--- config.mk ---
export PLATFORM = sky130hd
export DESIGN_NAME = flash_erase_host
export DESIGN_NICKNAME = d
export VERILOG_FILES = /design/src/pkg/flash_host_pkg.sv /design/src/pkg/flash_cycle_if.sv /design/src/rtl/flash_cycle_unit.sv /design/src/rtl/flash_erase_host.sv
export SDC_FILE = /design/constraint.sdc
export NUM_CORES = 1
export LEC_CHECK = 0
export BUFFER_PORTS_ARGS = -buffer_cell sky130_fd_sc_hd__buf_4
export CAP_MARGIN = 20
export CORE_ASPECT_RATIO = 1.1
export CORE_MARGIN = 4
export CORE_UTILIZATION = 50
export CTS_CLUSTER_SIZE = 12
export DETAILED_ROUTE_END_ITERATION = 10
export GPL_ROUTABILITY_DRIVEN = 0
export PLACE_DENSITY = 0.76
export SYNTH_ARGS = -nofsm -noshare
export SYNTH_HDL_FRONTEND = slang
export SYNTH_SLANG_ARGS = --single-unit
--- constraint.sdc ---
create_clock -name CLK_SYS -period 2.9 [get_ports CLK_SYS]
set_clock_uncertainty 0.2 [all_clocks]
set_input_delay 0.145 -clock CLK_SYS [delete_from_list [all_inputs] [get_ports CLK_SYS]]
set_output_delay 0.145 -clock CLK_SYS [all_outputs]
set_load 0.01 [all_outputs]
--- src/pkg/flash_host_pkg.sv ---
// constants and types shared by the flash command controller
`default_nettype none
package flash_host_pkg;
  // ---------------------------------------------------------------
  // clock and pin timing
  // ---------------------------------------------------------------
  localparam int CLK_PERIOD_NS = 100;
  localparam int T_WP_NS = 80;     // write strobe low, least
  localparam int T_ACC_NS = 200;   // read access, least wait
  localparam int T_RST_NS = 5000;  // wait after return to array during erase
  localparam int T_SUSP_NS = 15000;  // latest stop of toggling after suspend
  localparam int WP_CYC = (T_WP_NS + CLK_PERIOD_NS - 1) / CLK_PERIOD_NS;
  localparam int RD_CYC = (T_ACC_NS + CLK_PERIOD_NS - 1) / CLK_PERIOD_NS;
  localparam int RST_WAIT_CYC = (T_RST_NS + CLK_PERIOD_NS - 1) / CLK_PERIOD_NS;
  localparam int SUSP_WAIT_CYC = (T_SUSP_NS + CLK_PERIOD_NS - 1) / CLK_PERIOD_NS;
  localparam int WAIT_W = 8;
  // ---------------------------------------------------------------
  // command codes, addresses and status bit positions
  // ---------------------------------------------------------------
  localparam logic [18:0] CMD_ADDR = 19'h05555;
  localparam logic [7:0] CODE_SETUP = 8'h80;
  localparam logic [7:0] CODE_CHIP = 8'h10;
  localparam logic [7:0] CODE_BLOCK = 8'h30;
  localparam logic [7:0] CODE_PROG = 8'ha0;
  localparam logic [7:0] CODE_SUSP = 8'hb0;
  localparam logic [7:0] CODE_RESUME = 8'h30;
  localparam logic [7:0] CODE_RESET = 8'hf0;
  localparam int POLL_BIT = 7;     // data_poll_flag
  localparam int TOGGLE_BIT = 6;   // toggle_flag
  localparam int FAIL_BIT = 5;     // fail_flag
  localparam int WINDOW_BIT = 3;   // erase_window_flag
  localparam logic [2:0] STEP_RESET = 3'h0;
  // ---------------------------------------------------------------
  // user operations
  // ---------------------------------------------------------------
  typedef enum logic [3:0] {
    OP_READ = 4'h0, OP_PROGRAM = 4'h1, OP_CHIP_ERASE = 4'h2, OP_BLOCK_ERASE = 4'h3,
    OP_ADD_BLOCK = 4'h4, OP_SUSPEND = 4'h5, OP_RESUME = 4'h6, OP_RESET = 4'h7, OP_POLL = 4'h8
  } op_t;
endpackage
`default_nettype wire

--- src/pkg/flash_cycle_if.sv ---
// carrier between the sequencer and the single bus cycle engine
`default_nettype none
interface flash_cycle_if;
  logic start;
  logic wr;
  logic [18:0] addr;
  logic [7:0] wdata;
  logic done;
  logic busy;
  logic [7:0] rdata;
  modport ctrl (output start, output wr, output addr, output wdata, input done, input busy, input rdata);
  modport unit (input start, input wr, input addr, input wdata, output done, output busy, output rdata);
endinterface
`default_nettype wire

--- src/rtl/flash_cycle_unit.sv ---
// one read or one write cycle on the flash pins
`default_nettype none
module flash_cycle_unit
  import flash_host_pkg::*;
(
  // clock and reset
  input wire logic clk,
  input wire logic arst_n,
  // sequencer side
  flash_cycle_if.unit cyc,
  // flash pins
  output logic [18:0] fl_addr,
  output logic fl_ce_n,
  output logic fl_we_n,
  output logic fl_oe_n,
  output logic [7:0] fl_dq_out,
  output logic fl_dq_oe,
  input wire logic [7:0] fl_dq_in
);
  // ---------------------------------------------------------------
  // cycle phases
  // ---------------------------------------------------------------
  logic busy_reg, busy_next, wr_reg, wr_next, done_reg, done_next;
  logic ce_n_reg, ce_n_next, we_n_reg, we_n_next, oe_n_reg, oe_n_next, dq_oe_reg, dq_oe_next;
  logic [3:0] cnt_reg, cnt_next;
  logic [18:0] addr_reg, addr_next;
  logic [7:0] wdata_reg, wdata_next, rdata_reg, rdata_next;

  // write: chip enable low, write strobe low for WP_CYC, strobe high (data latched), release
  always_comb begin
    busy_next = busy_reg;
    wr_next = wr_reg;
    done_next = 1'b0;
    ce_n_next = ce_n_reg;
    we_n_next = we_n_reg;
    oe_n_next = oe_n_reg;
    dq_oe_next = dq_oe_reg;
    cnt_next = cnt_reg;
    addr_next = addr_reg;
    wdata_next = wdata_reg;
    rdata_next = rdata_reg;
    if (!busy_reg) begin
      if (cyc.start) begin
        busy_next = 1'b1;
        wr_next = cyc.wr;
        addr_next = cyc.addr;
        wdata_next = cyc.wdata;
        ce_n_next = 1'b0;
        oe_n_next = cyc.wr;
        dq_oe_next = cyc.wr;
        cnt_next = 4'h0;
      end
    end else begin
      cnt_next = cnt_reg + 4'h1;
      if (wr_reg) begin
        if (cnt_reg == 4'h0) begin
          we_n_next = 1'b0;
        end else if (cnt_reg == 4'(WP_CYC)) begin
          we_n_next = 1'b1;
        end else if (cnt_reg > 4'(WP_CYC)) begin
          // strobe rose a cycle ago with data still driven: hold time met
          ce_n_next = 1'b1;
          dq_oe_next = 1'b0;
          busy_next = 1'b0;
          done_next = 1'b1;
        end
      // sample only after the whole access time has passed since enable went low
      end else if (cnt_reg == 4'(RD_CYC)) begin
        rdata_next = fl_dq_in;
        ce_n_next = 1'b1;
        oe_n_next = 1'b1;
        busy_next = 1'b0;
        done_next = 1'b1;
      end
    end
  end

  // registers only
  always_ff @(posedge clk or negedge arst_n) begin
    if (!arst_n) begin
      busy_reg <= 1'b0;
      wr_reg <= 1'b0;
      done_reg <= 1'b0;
      ce_n_reg <= 1'b1;
      we_n_reg <= 1'b1;
      oe_n_reg <= 1'b1;
      dq_oe_reg <= 1'b0;
      cnt_reg <= 4'h0;
      addr_reg <= 19'h00000;
      wdata_reg <= 8'h00;
      rdata_reg <= 8'h00;
    end else begin
      busy_reg <= busy_next;
      wr_reg <= wr_next;
      done_reg <= done_next;
      ce_n_reg <= ce_n_next;
      we_n_reg <= we_n_next;
      oe_n_reg <= oe_n_next;
      dq_oe_reg <= dq_oe_next;
      cnt_reg <= cnt_next;
      addr_reg <= addr_next;
      wdata_reg <= wdata_next;
      rdata_reg <= rdata_next;
    end
  end

  assign cyc.done = done_reg;
  assign cyc.busy = busy_reg;
  assign cyc.rdata = rdata_reg;
  assign fl_addr = addr_reg;
  assign fl_ce_n = ce_n_reg;
  assign fl_we_n = we_n_reg;
  assign fl_oe_n = oe_n_reg;
  assign fl_dq_out = wdata_reg;
  assign fl_dq_oe = dq_oe_reg;

  // ---------------------------------------------------------------
  // checks
  // ---------------------------------------------------------------
  a_strobe_inside_ce: assert property (@(posedge clk) disable iff (!arst_n)
    !we_n_reg |-> !ce_n_reg && dq_oe_reg && oe_n_reg) else $error("write strobe outside chip enable");
  a_read_no_drive: assert property (@(posedge clk) disable iff (!arst_n)
    !oe_n_reg |-> !dq_oe_reg && we_n_reg) else $error("bus driven during read");
  a_write_length: assert property (@(posedge clk) disable iff (!arst_n)
    $fell(we_n_reg) |-> !we_n_reg ##1 $rose(we_n_reg) ##0 !ce_n_reg ##1 ce_n_reg)
    else $error("write cycle shape wrong");
endmodule
`default_nettype wire

--- src/rtl/flash_erase_host.sv ---
// controller that drives the parallel flash through its command sequences
`default_nettype none
module flash_erase_host
  import flash_host_pkg::*;
#(
  parameter logic [18:0] UNLOCK1_ADDR = 19'h00001,  // arbitrary default
  parameter logic [7:0] UNLOCK1_DATA = 8'h01,       // arbitrary default
  parameter logic [18:0] UNLOCK2_ADDR = 19'h00002,  // arbitrary default
  parameter logic [7:0] UNLOCK2_DATA = 8'h02        // arbitrary default
) (
  // clock and reset
  input wire logic CLK_SYS,
  input wire logic ARST_N,
  // user requests
  input wire logic REQ_VALID,
  output logic REQ_READY,
  input wire logic [3:0] REQ_OP,
  input wire logic [18:0] REQ_ADDR,
  input wire logic [7:0] REQ_DATA,
  // user answers
  output logic RSP_VALID,
  output logic [7:0] RSP_DATA,
  output logic RSP_FAIL,
  output logic RSP_REFUSED,
  output logic ERASE_PENDING,
  output logic ERASE_SUSPENDED,
  // flash pins
  output logic [18:0] FL_ADDR,
  output logic FL_CE_N,
  output logic FL_WE_N,
  output logic FL_OE_N,
  output logic [7:0] FL_DQ_OUT,
  output logic FL_DQ_OE,
  input wire logic [7:0] FL_DQ_IN
);
  // ---------------------------------------------------------------
  // state and registers
  // ---------------------------------------------------------------
  typedef enum logic [2:0] {
    S_IDLE = 3'b000, S_WRITE = 3'b001, S_WAIT = 3'b011, S_POLL_A = 3'b010,
    S_POLL_B = 3'b110, S_READ = 3'b100
  } state_t;

  state_t state_reg, state_next;
  op_t op_reg, op_next;
  logic [18:0] addr_reg, addr_next;
  logic [7:0] data_reg, data_next, first_reg, first_next;
  logic [2:0] step_reg, step_next;
  logic [WAIT_W-1:0] wait_reg, wait_next;
  logic issued_reg, issued_next, fail_seen_reg, fail_seen_next;
  logic erase_reg, erase_next, susp_reg, susp_next;
  logic rsp_valid_reg, rsp_valid_next, rsp_fail_reg, rsp_fail_next, rsp_ref_reg, rsp_ref_next;
  logic [7:0] rsp_data_reg, rsp_data_next;
  logic [2:0] last_step;
  logic refuse;
  logic [26:0] word;
  op_t req_op;

  flash_cycle_if cyc ();

  // ---------------------------------------------------------------
  // write list of each sequence
  // ---------------------------------------------------------------
  // sequence write lists
  // one word = {address, data}; single-write commands need no unlock cycles
  function automatic logic [26:0] seq_word(op_t op, logic [2:0] s, logic [18:0] a, logic [7:0] d);
    logic [26:0] w;
    w = {a, CODE_RESET};
    case (op)
      OP_ADD_BLOCK: w = {a, CODE_BLOCK};
      OP_SUSPEND: w = {a, CODE_SUSP};
      OP_RESUME: w = {a, CODE_RESUME};
      OP_RESET: w = {a, CODE_RESET};
      default: begin
        case (s)
          3'h0: w = {UNLOCK1_ADDR, UNLOCK1_DATA};
          3'h1: w = {UNLOCK2_ADDR, UNLOCK2_DATA};
          3'h2: w = {CMD_ADDR, (op == OP_PROGRAM) ? CODE_PROG : CODE_SETUP};
          3'h3: w = (op == OP_PROGRAM) ? {a, d} : {UNLOCK1_ADDR, UNLOCK1_DATA};
          3'h4: w = {UNLOCK2_ADDR, UNLOCK2_DATA};
          default: w = (op == OP_CHIP_ERASE) ? {CMD_ADDR, CODE_CHIP} : {a, CODE_BLOCK};
        endcase
      end
    endcase
    return w;
  endfunction

  assign word = seq_word(op_reg, step_reg, addr_reg, data_reg);
  assign last_step = (op_reg == OP_PROGRAM) ? 3'h3 :
                     (op_reg == OP_CHIP_ERASE || op_reg == OP_BLOCK_ERASE) ? 3'h5 : 3'h0;
  assign req_op = op_t'(REQ_OP);

  // suspend only while erasing
  // commands the flash would ignore or that would abandon work are refused here
  assign refuse = (req_op == OP_SUSPEND && (!erase_reg || susp_reg)) ||
                  (req_op == OP_ADD_BLOCK && (!erase_reg || susp_reg)) ||
                  (req_op == OP_RESUME && !susp_reg) ||
                  (req_op == OP_POLL && susp_reg) ||
                  (req_op > OP_POLL) ||
                  ((req_op == OP_PROGRAM || req_op == OP_CHIP_ERASE || req_op == OP_BLOCK_ERASE) &&
                   (erase_reg || susp_reg));

  // cycle requests: one outstanding at a time
  assign cyc.start = (state_reg != S_IDLE) && (state_reg != S_WAIT) && !issued_reg;
  assign cyc.wr = (state_reg == S_WRITE);
  assign cyc.addr = (state_reg == S_WRITE) ? word[26:8] : addr_reg;
  assign cyc.wdata = word[7:0];

  // ---------------------------------------------------------------
  // sequencer next state
  // ---------------------------------------------------------------
  always_comb begin
    state_next = state_reg;
    op_next = op_reg;
    addr_next = addr_reg;
    data_next = data_reg;
    first_next = first_reg;
    step_next = step_reg;
    wait_next = wait_reg;
    issued_next = issued_reg;
    fail_seen_next = fail_seen_reg;
    erase_next = erase_reg;
    susp_next = susp_reg;
    rsp_valid_next = 1'b0;
    rsp_fail_next = rsp_fail_reg;
    rsp_ref_next = rsp_ref_reg;
    rsp_data_next = rsp_data_reg;
    if (cyc.start) begin
      issued_next = 1'b1;
    end
    if (cyc.done) begin
      issued_next = 1'b0;
    end
    case (state_reg)
      S_IDLE: begin
        if (REQ_VALID) begin
          op_next = req_op;
          addr_next = REQ_ADDR;
          data_next = REQ_DATA;
          step_next = STEP_RESET;
          fail_seen_next = 1'b0;
          if (refuse) begin
            rsp_valid_next = 1'b1;
            rsp_ref_next = 1'b1;
            rsp_fail_next = 1'b0;
          end else if (req_op == OP_READ) begin
            state_next = S_READ;
          end else if (req_op == OP_POLL) begin
            state_next = S_POLL_A;
          end else begin
            state_next = S_WRITE;
          end
        end
      end
      S_WRITE: begin
        if (cyc.done) begin
          step_next = step_reg + 3'h1;
          if (step_reg == last_step) begin
            step_next = STEP_RESET;
            case (op_reg)
              OP_PROGRAM, OP_CHIP_ERASE: state_next = S_POLL_A;
              OP_SUSPEND: begin
                susp_next = 1'b1;
                wait_next = WAIT_W'(SUSP_WAIT_CYC);
                state_next = S_WAIT;
              end
              OP_RESET: begin
                erase_next = 1'b0;
                susp_next = 1'b0;
                wait_next = WAIT_W'(RST_WAIT_CYC);
                state_next = S_WAIT;
              end
              OP_RESUME: begin
                susp_next = 1'b0;
                state_next = S_IDLE;
                rsp_valid_next = 1'b1;
                rsp_ref_next = 1'b0;
                rsp_fail_next = 1'b0;
              end
              // window left open for more blocks
              default: begin
                erase_next = 1'b1;
                state_next = S_IDLE;
                rsp_valid_next = 1'b1;
                rsp_ref_next = 1'b0;
                rsp_fail_next = 1'b0;
              end
            endcase
          end
        end
      end
      S_WAIT: begin
        wait_next = wait_reg - WAIT_W'(1);
        if (wait_reg == WAIT_W'(1)) begin
          state_next = S_IDLE;
          rsp_valid_next = 1'b1;
          rsp_ref_next = 1'b0;
          rsp_fail_next = fail_seen_reg;
        end
      end
      S_READ: begin
        if (cyc.done) begin
          state_next = S_IDLE;
          rsp_valid_next = 1'b1;
          rsp_ref_next = 1'b0;
          rsp_fail_next = 1'b0;
          rsp_data_next = cyc.rdata;
        end
      end
      S_POLL_A: begin
        if (cyc.done) begin
          first_next = cyc.rdata;
          state_next = S_POLL_B;
        end
      end
      S_POLL_B: begin
        if (cyc.done) begin
          if (first_reg[TOGGLE_BIT] == cyc.rdata[TOGGLE_BIT]) begin
            state_next = S_IDLE;
            erase_next = 1'b0;
            rsp_valid_next = 1'b1;
            rsp_ref_next = 1'b0;
            rsp_fail_next = fail_seen_reg;
            rsp_data_next = cyc.rdata;
          end else if (cyc.rdata[FAIL_BIT]) begin
            if (fail_seen_reg) begin
              op_next = OP_RESET;
              step_next = STEP_RESET;
              rsp_data_next = cyc.rdata;
              state_next = S_WRITE;
            end else begin
              // fail flag may rise just before toggling stops: read once more
              fail_seen_next = 1'b1;
              state_next = S_POLL_A;
            end
          end else begin
            state_next = S_POLL_A;
          end
        end
      end
      default: state_next = S_IDLE;
    endcase
  end

  // registers only
  always_ff @(posedge CLK_SYS or negedge ARST_N) begin
    if (!ARST_N) begin
      state_reg <= S_IDLE;
      op_reg <= OP_READ;
      addr_reg <= 19'h00000;
      data_reg <= 8'h00;
      first_reg <= 8'h00;
      step_reg <= 3'h0;
      wait_reg <= '0;
      issued_reg <= 1'b0;
      fail_seen_reg <= 1'b0;
      erase_reg <= 1'b0;
      susp_reg <= 1'b0;
      rsp_valid_reg <= 1'b0;
      rsp_fail_reg <= 1'b0;
      rsp_ref_reg <= 1'b0;
      rsp_data_reg <= 8'h00;
    end else begin
      state_reg <= state_next;
      op_reg <= op_next;
      addr_reg <= addr_next;
      data_reg <= data_next;
      first_reg <= first_next;
      step_reg <= step_next;
      wait_reg <= wait_next;
      issued_reg <= issued_next;
      fail_seen_reg <= fail_seen_next;
      erase_reg <= erase_next;
      susp_reg <= susp_next;
      rsp_valid_reg <= rsp_valid_next;
      rsp_fail_reg <= rsp_fail_next;
      rsp_ref_reg <= rsp_ref_next;
      rsp_data_reg <= rsp_data_next;
    end
  end

  assign REQ_READY = (state_reg == S_IDLE);
  assign RSP_VALID = rsp_valid_reg;
  assign RSP_DATA = rsp_data_reg;
  assign RSP_FAIL = rsp_fail_reg;
  assign RSP_REFUSED = rsp_ref_reg;
  assign ERASE_PENDING = erase_reg;
  assign ERASE_SUSPENDED = susp_reg;

  flash_cycle_unit u_cycle (
    .clk(CLK_SYS),
    .arst_n(ARST_N),
    .cyc(cyc.unit),
    .fl_addr(FL_ADDR),
    .fl_ce_n(FL_CE_N),
    .fl_we_n(FL_WE_N),
    .fl_oe_n(FL_OE_N),
    .fl_dq_out(FL_DQ_OUT),
    .fl_dq_oe(FL_DQ_OE),
    .fl_dq_in(FL_DQ_IN)
  );

  // ---------------------------------------------------------------
  // checks
  // ---------------------------------------------------------------
  a_unlock_first: assert property (@(posedge CLK_SYS) disable iff (!ARST_N)
    cyc.start && cyc.wr && step_reg == 3'h0 && last_step != 3'h0 |->
    cyc.addr == UNLOCK1_ADDR && cyc.wdata == UNLOCK1_DATA) else $error("unlock cycle wrong");
  a_setup_third: assert property (@(posedge CLK_SYS) disable iff (!ARST_N)
    cyc.start && cyc.wr && step_reg == 3'h2 && op_reg == OP_CHIP_ERASE |->
    cyc.addr == CMD_ADDR && cyc.wdata == CODE_SETUP) else $error("erase set-up wrong");
  a_chip_confirm: assert property (@(posedge CLK_SYS) disable iff (!ARST_N)
    cyc.start && step_reg == 3'h5 && op_reg == OP_CHIP_ERASE |->
    cyc.addr == CMD_ADDR && cyc.wdata == CODE_CHIP) else $error("chip confirm wrong");
  a_block_confirm: assert property (@(posedge CLK_SYS) disable iff (!ARST_N)
    cyc.start && step_reg == 3'h5 && op_reg == OP_BLOCK_ERASE |->
    cyc.addr == addr_reg && cyc.wdata == CODE_BLOCK) else $error("block confirm wrong");
  a_prog_code: assert property (@(posedge CLK_SYS) disable iff (!ARST_N)
    cyc.start && op_reg == OP_PROGRAM && step_reg == 3'h2 |->
    cyc.wdata == CODE_PROG ##1 (cyc.busy [*3])) else $error("program code wrong");
  a_suspend_legal: assert property (@(posedge CLK_SYS) disable iff (!ARST_N)
    cyc.start && cyc.wr && op_reg == OP_SUSPEND |-> erase_reg && !susp_reg && cyc.wdata == CODE_SUSP)
    else $error("suspend outside block erase");
  a_wait_holds: assert property (@(posedge CLK_SYS) disable iff (!ARST_N)
    $rose(state_reg == S_WAIT) |-> (state_reg == S_WAIT && !RSP_VALID) [*8])
    else $error("settle wait cut short");
  a_busy_no_ready: assert property (@(posedge CLK_SYS) disable iff (!ARST_N)
    cyc.busy |-> !REQ_READY) else $error("request taken while cycle runs");
  a_fail_resets: assert property (@(posedge CLK_SYS) disable iff (!ARST_N)
    state_reg == S_POLL_B && cyc.done && fail_seen_reg && cyc.rdata[FAIL_BIT] &&
    first_reg[TOGGLE_BIT] != cyc.rdata[TOGGLE_BIT] |=> state_reg == S_WRITE && op_reg == OP_RESET)
    else $error("failure not followed by reset");
  a_resume_code: assert property (@(posedge CLK_SYS) disable iff (!ARST_N)
    cyc.start && op_reg == OP_RESUME |-> susp_reg && cyc.wdata == CODE_RESUME)
    else $error("resume wrong");
  c_program: cover property (@(posedge CLK_SYS) disable iff (!ARST_N)
    state_reg == S_POLL_B && op_reg == OP_PROGRAM ##1 RSP_VALID);
  c_chip_fail: cover property (@(posedge CLK_SYS) disable iff (!ARST_N)
    RSP_VALID && RSP_FAIL);
  c_suspend: cover property (@(posedge CLK_SYS) disable iff (!ARST_N)
    $rose(susp_reg) ##[1:300] RSP_VALID);
endmodule
`default_nettype wire

==> metrics.md, run 1 <==
| Metric | Value |
|---|---|
| 1st-iter DRT viols | `250` |
| Sequential element share of the synthesized area | `52.2%` |
| Antenna violations before repair | `0` |
| Synth Cell Area | `5140 um^2` |
| Most used DFF post-synth | `dfrtp_1` |
| DIE WIDTH | `105 um` |
| Synth Register Bits | `107` |
| Asr flop ratio synth | `100%` |
| Worst-path cell chain | `or3_1 > nor4b_2 > nor2_1 > a21oi_1 > o21ai_0 > o32ai_1` |
| Post-route ant nets | `0` |
| Worst-Skew Late Latency | `0.36 ns` |
| Vias | `4426` |
| Max-Cap Viols | `0` |
| DP HPWL | `8.80 mm` |
| Starting Density | `51.7%` |
| Slew at the pin closest to its max-slew limit | `0.710 ns` |
| Crit path buf inv count | `0` |
| Net Count, Synth | `592` |
| R2R depth | `6` |
| Cts bufs inserted | `9` |
| Worst setup SP type | `flip-flop` |
| Fmax | `397 MHz` |
| Commonest non-fill, non-tap cell in the layout | `nand2_1` |
| Total iterations of the first detailed-routing run | `4` |
| Area of the core | `9940 um^2` |
| Reg2Reg Setup Slack | `0.38 ns` |
| Largest net degree at the start of global routing | `55` |
| Hold Crit Class | `in2reg` |
| Area delta synth->final | `26.6%` |
| Req. time, crit path | `2.94 ns` |
| Delay-heaviest family, CP | `simple AND/OR/NAND/NOR gates` |
| RSZ-0062 raised after global routing | `false` |
| Period Utilization, post-route | `86.9%` |
| Total of warnings raised by yosys | `0` |
| Synth unique cells | `55` |
| Cell count of the worst hold path | `3` |
| Final hold vios | `0` |
| WP depth | `6` |
| Slew Limit Fails | `0` |
| Worst Setup End Kind | `flip-flop` |
| Crit path DAT | `2.56 ns` |
| Power Density | `937 nW/um^2` |
| Most frequent cells in the layout | `nand2_1, dfrtp_1, buf_4` |
| Worst Setup Path Type | `reg2reg` |
| EDFF count, synth | `0` |
| Critical-path top delay cell | `nor4b_2` |
| Grt total ovfl | `0` |
| Setup TNS | `0 ns` |
| DRC viols | `0` |
| Placed cells | `730` |
| Max FO, Critical Path | `5` |
| Std-Cell Rows | `38` |
| H-tree Lvls | `3` |
| Syn_area_per_cell | `9.59 um^2` |
| Clock Path Buffers | `2` |
| Leak Pwr | `3.05 nW` |
| First-pass GRT wire length | `21.3 mm` |
| Final setup viols | `0` |
| Die height | `114 um` |
| Vias in the first global route | `4523` |
| Layout Nets | `717` |
| Routed WL | `12.7 mm` |
| Max stage delay on crit path | `0.48 ns` |
| Clock Pin Slew Worst Setup and Hold Paths | `0.10 ns` |
| Worst slew margin | `52.6%` |
| Diodes inserted | `0` |
| Final std cells w/o fill | `786` |
| DR vias/cell | `5.63` |
| Postcts setup bufs | `0` |
| Cells after synthesis | `536` |
| Port bufs | `86` |
| Tot GR Track Use | `21.9%` |
| IO Count | `87` |
| Status | `finished, final reports clean` |
| Fill count | `752` |
| Share of cells above drive strength 1 | `21.5%` |
| Die area | `12000 um^2` |
| # resized after CTS | `0` |
| Min Tclk post-route | `2.52 ns` |
| Max VDD drop | `0.551 mV` |
| CTS tree | `done` |
| Clock root cell | `clkbuf_8` |
| Avg WL per Cell | `16.1 um` |
| Clk sinks | `107` |
layer usage:
metal  GRT usage (%)  up-vias  wire, um
met4            9.62        0       396
met1            27.3     2147      5440
met5               0        -         0
li1                -     2098         -
met3            4.23       39       604
met2            37.3      142      6220
final cells by class:
type                    count  area, um^2  share of cell area [%]
well taps                 120         150                    2.31
multi-input cells         386        2260                    34.7
inverters                  21        78.8                    1.21
repair buffers            136        1130                    17.4
clock buffers              11         141                    2.17
flip-flops and latches    107        2680                    41.2
clock inverters             5        60.1                   0.923
path summary, 6_finish.rpt:
kind                        startpoint         endpoint
min                          REQ_VALID        RSP_VALID
max                        wait_reg[4]     state_reg[1]
max in group asynchronous       ARST_N  u_cycle.fl_oe_n
min reg2reg                addr_reg[5]      addr_reg[5]
max reg2reg                wait_reg[4]     state_reg[1]
min in group asynchronous       ARST_N     state_reg[0]
timing repair:
item | CTS | global route
endpoints found under the hold margin | 91 | 0
setup endpoints to repair | 0 | 0
hold buffers | 40 | 0
synth_stat cells (all sizes together), types with 6 or more instances:
cell / instances / area (um^2)
a21oi: 25 / 125
a22o: 10 / 87.6
a31oi: 6 / 37.5
buf: 8 / 66.3
clkbuf: 14 / 52.6
dfrtp: 104 / 2600
ha: 14 / 175
inv: 21 / 78.8
mux2: 18 / 203
mux2i: 6 / 60.1
nand2: 122 / 458
nand3: 9 / 45.0
nor2: 40 / 150
nor2b: 7 / 43.8
nor3: 10 / 50.1
o21ai: 42 / 210
o22ai: 7 / 50.1
o31ai: 7 / 52.6
per-stage QoR:
step	hold slack, ns	util [%]	cell area [um^2]	worst slack (ns)	power [W]
floorplan	-0.351	-	5140	0.643	0.00416
global placement	0.0326	59.4	5900	0.546	0.00502
detailed placement	0.0520	59.4	5900	0.425	0.00512
CTS	0.0210	65.5	6500	0.423	0.00610
global route	0.0544	65.5	6500	0.142	0.00654
finish	0.0542	65.5	6500	0.379	0.00609
power breakdown:
group          switching (W)  total (W)  internal (W)
combinational        0.00132    0.00247       0.00115
clock               0.000503   0.000930      0.000427
sequential          0.000562    0.00269       0.00213
logic make-up (layout without fill, tap and decap cells):
| logic type | after synthesis | count (layout) | share of synthesized area [%] |
|---|---|---|---|
| flops | 107 | 107 | 52.2 |
| xor+xnor | 4 | 4 | 0.682 |
| simple gates | 219 | 219 | 19.1 |
| mux | 24 | 24 | 5.11 |
| buf+inv | 43 | 173 | 3.85 |
| compound gates | 125 | 125 | 15.7 |
| fa+ha+maj | 14 | 14 | 3.41 |
tightest hold or removal path, stage by stage:
cell and delay [ns]:
buf_4 0.13, nand2_1 0.10, o221ai_2 0.16
Note: power is estimated with default switching activity, not from simulation.
==> run 2: changes to the inputs <==
- CORE_UTILIZATION: 50 -> 25
- PLACE_DENSITY: 0.76 -> 0.46
==> run 2 against run 1 <==
Compared with the run above: clock-buffer cell count shrank 1; power grew 6.2%; maximum frequency shrank 2.1%; clock power grew 38%; via count shrank 3.1%; combinational power is essentially flat; die area grew 92%; critical path depth grew 1.
==> metrics.md, run 2 (same netlist as run 1, synthesis figures left out) <==
| Metric | Value |
|---|---|
| Post-Layout Inst Area | `6790 um^2 (+4.3%)` |
| Max-Cap Viols | `0 (unchanged)` |
| Worst-path cell chain | `ha_1 > ha_1 > o21bai_1 > a21oi_1 > nor3_1 > nor2_1 > a221o_1` |
| Leak Pwr | `3.10 nW (+1.8%)` |
| Post-route ant nets | `0 (unchanged)` |
| Final setup viols | `0 (unchanged)` |
| Int Pwr | `0.00400 W (+7.7%)` |
| Layout Nets | `718 (+0.14%)` |
| Share of cells above drive strength 1 | `21.7% (+0.27 points)` |
| Clock Pin Slew Worst Setup and Hold Paths | `0.07 ns (-0.03 ns)` |
| Total chip power | `0.00647 W (+6.2%)` |
| Commonest non-fill, non-tap cell in the layout | `nand2_1` |
| Min Tclk post-route | `2.58 ns (+0.0539 ns)` |
| Hold Crit Class | `in2reg` |
| Area delta synth->final | `32.1%` |
| Setup TNS | `0 ns (unchanged)` |
| Placement Cell Area | `6080 um^2 (+2.9%)` |
| Crit-path most repeated cell | `ha_1` |
| First-pass GRT wire length | `22.5 mm (+5.8%)` |
| DP HPWL | `9.85 mm (+12%)` |
| Diodes inserted | `0 (unchanged)` |
| Final hold vios | `0 (unchanged)` |
| Fill count | `2101 (+180%)` |
| IO Count | `87 (unchanged)` |
| Crit path buf inv count | `0 (unchanged)` |
| Slew at the pin closest to its max-slew limit | `0.727 ns (+0.0163 ns)` |
| Delay-heaviest family, CP | `compound AO/OA/AOI/OAI gates` |
| Clock root cell | `clkbuf_16` |
| Clk sinks | `107 (unchanged)` |
| CTS tree | `done` |
| Power Density | `953 nW/um^2 (+1.7%)` |
| Clock Path Buffers | `2 (unchanged)` |
| DRC viols | `0 (unchanged)` |
| Vias | `4290 (-3.1%)` |
| Port bufs | `86 (unchanged)` |
| Crit path DAT | `2.67 ns (+0.11 ns)` |
| Switching Share | `38.2% (-0.87 points)` |
| Grt total ovfl | `0 (unchanged)` |
| Period Utilization, post-route | `88.8% (+1.9 points)` |
| DR vias/cell | `4.67 (-17%)` |
| Die area | `22900 um^2 (+92%)` |
| Routed WL | `13.8 mm (+8.7%)` |
| Avg WL per Cell | `15.0 um (-7.1%)` |
| Logic pwr share | `38.4% (-2.1 points)` |
| Sequential power share | `41.7% (-2.5 points)` |
| Most frequent cells in the layout | `nand2_1, dfrtp_1, buf_4` |
| Area of the core | `20000 um^2 (+100%)` |
| Cts bufs inserted | `9 (unchanged)` |
| Clock power share | `19.9% (+4.6 points)` |
| Tot GR Track Use | `12.4% (-9.5 points)` |
| DIE WIDTH | `145 um (+38%)` |
| Critical-path top delay cell | `nor2_1` |
| RSZ-0062 raised after global routing | `false` |
| Worst slew margin | `51.4% (-1.3 points)` |
| Max VDD drop | `0.390 mV (-29%)` |
| Vias in the first global route | `4415 (-2.4%)` |
| Worst-Skew Late Latency | `0.36 ns (about the same)` |
| H-tree Lvls | `3 (unchanged)` |
| Worst Setup End Kind | `flip-flop` |
| Total iterations of the first detailed-routing run | `4 (unchanged)` |
| Status | `finished, final reports clean` |
| Req. time, crit path | `2.99 ns (+0.05 ns)` |
| Postcts setup bufs | `0 (unchanged)` |
| Die height | `158 um (+39%)` |
| Max FO, Critical Path | `11 (+6)` |
| Worst setup SP type | `flip-flop` |
| Starting Density | `25.7% (-26 points)` |
| Fmax | `388 MHz (-2.1%)` |
| Std-Cell Rows | `54 (+42%)` |
| Largest net degree at the start of global routing | `108 (+96%)` |
| Worst Setup Path Type | `reg2reg` |
| 1st-iter DRT viols | `205 (-18%)` |
| Max stage delay on crit path | `0.57 ns (+0.09 ns)` |
| Slew Limit Fails | `0 (unchanged)` |
| Antenna violations before repair | `0 (unchanged)` |
| End-of-flow core utilization | `33.9% (-32 points)` |
| Net Sw Power | `0.00247 W (+3.8%)` |
[run 2: changes by cell type in the layout (fill, tap and decap cells not counted), sizes merged]
cell    delta
clkbuf     -1
inv        +1
buf        +1
[run 2: power by group through the flow]
stage	clock, W	combinational, W	sequential [W]
2_1_floorplan	0	0.00154	0.00262
3_3_place_gp	0	0.00244	0.00271
3_5_place_dp	0	0.00248	0.00273
4_1_cts	0.00133	0.00254	0.00271
5_1_grt	0.00139	0.00278	0.00280
6_report	0.00128	0.00248	0.00270
[run 2: cell type report]
type	instances	area, um^2	share of cell area, %
Sequential cell	107	2680	39.5
Clock inverter	6	71.3	1.05
Clock buffer	10	239	3.52
Timing Repair Buffer	137	1140	16.8
Tap cell	252	315	4.65
Multi-Input combinational cell	386	2260	33.3
Inverter	21	78.8	1.16
[run 2: per-layer routing]
metal / vias to the layer above / share of wire, % / GRT usage [%]
met5: - / 0 / 0
met4: 0 / 2.6 / 5.42
met3: 24 / 4.2 / 2.58
met2: 92 / 48 / 20.2
met1: 2069 / 45 / 15.9
li1: 2105 / - / -
[run 2: timing repair]
| action | 4_1_cts | 5_1_grt |
|---|---|---|
| hold endpoints to repair | 144 | 0 |
| gates resized for setup | 0 | 0 |
| hold buffers | 40 | 0 |
[run 2: final timing paths]
path,from,endpoint,slack [ns],cells after the start
worst max-delay path,step_reg[0],u_cycle.fl_addr[1],0.32,7
worst min-delay path,REQ_VALID,RSP_VALID,0.05,3
worst max register to register,step_reg[0],u_cycle.fl_addr[1],0.32,7
worst min register to register,addr_reg[4],addr_reg[4],0.28,2
max in group asynchronous,ARST_N,u_cycle.cyc.rdata[2],1.80,3
min in group asynchronous,ARST_N,wait_reg[3],0.15,3
[run 2: through the flow]
step                      std cells  setup WS, ns  hold slack, ns
final                           919         0.325          0.0455
after global routing            919       0.00938          0.0573
after CTS                       919         0.271          0.0399
after detailed placement        863         0.308          0.0762
after global placement          863         0.401          0.0672
after floorplan                 536         0.643          -0.351
[run 2: worst min-delay path: stages]
cell and delay, ns:
buf_4 0.13, nand2_1 0.10, o221ai_2 0.15
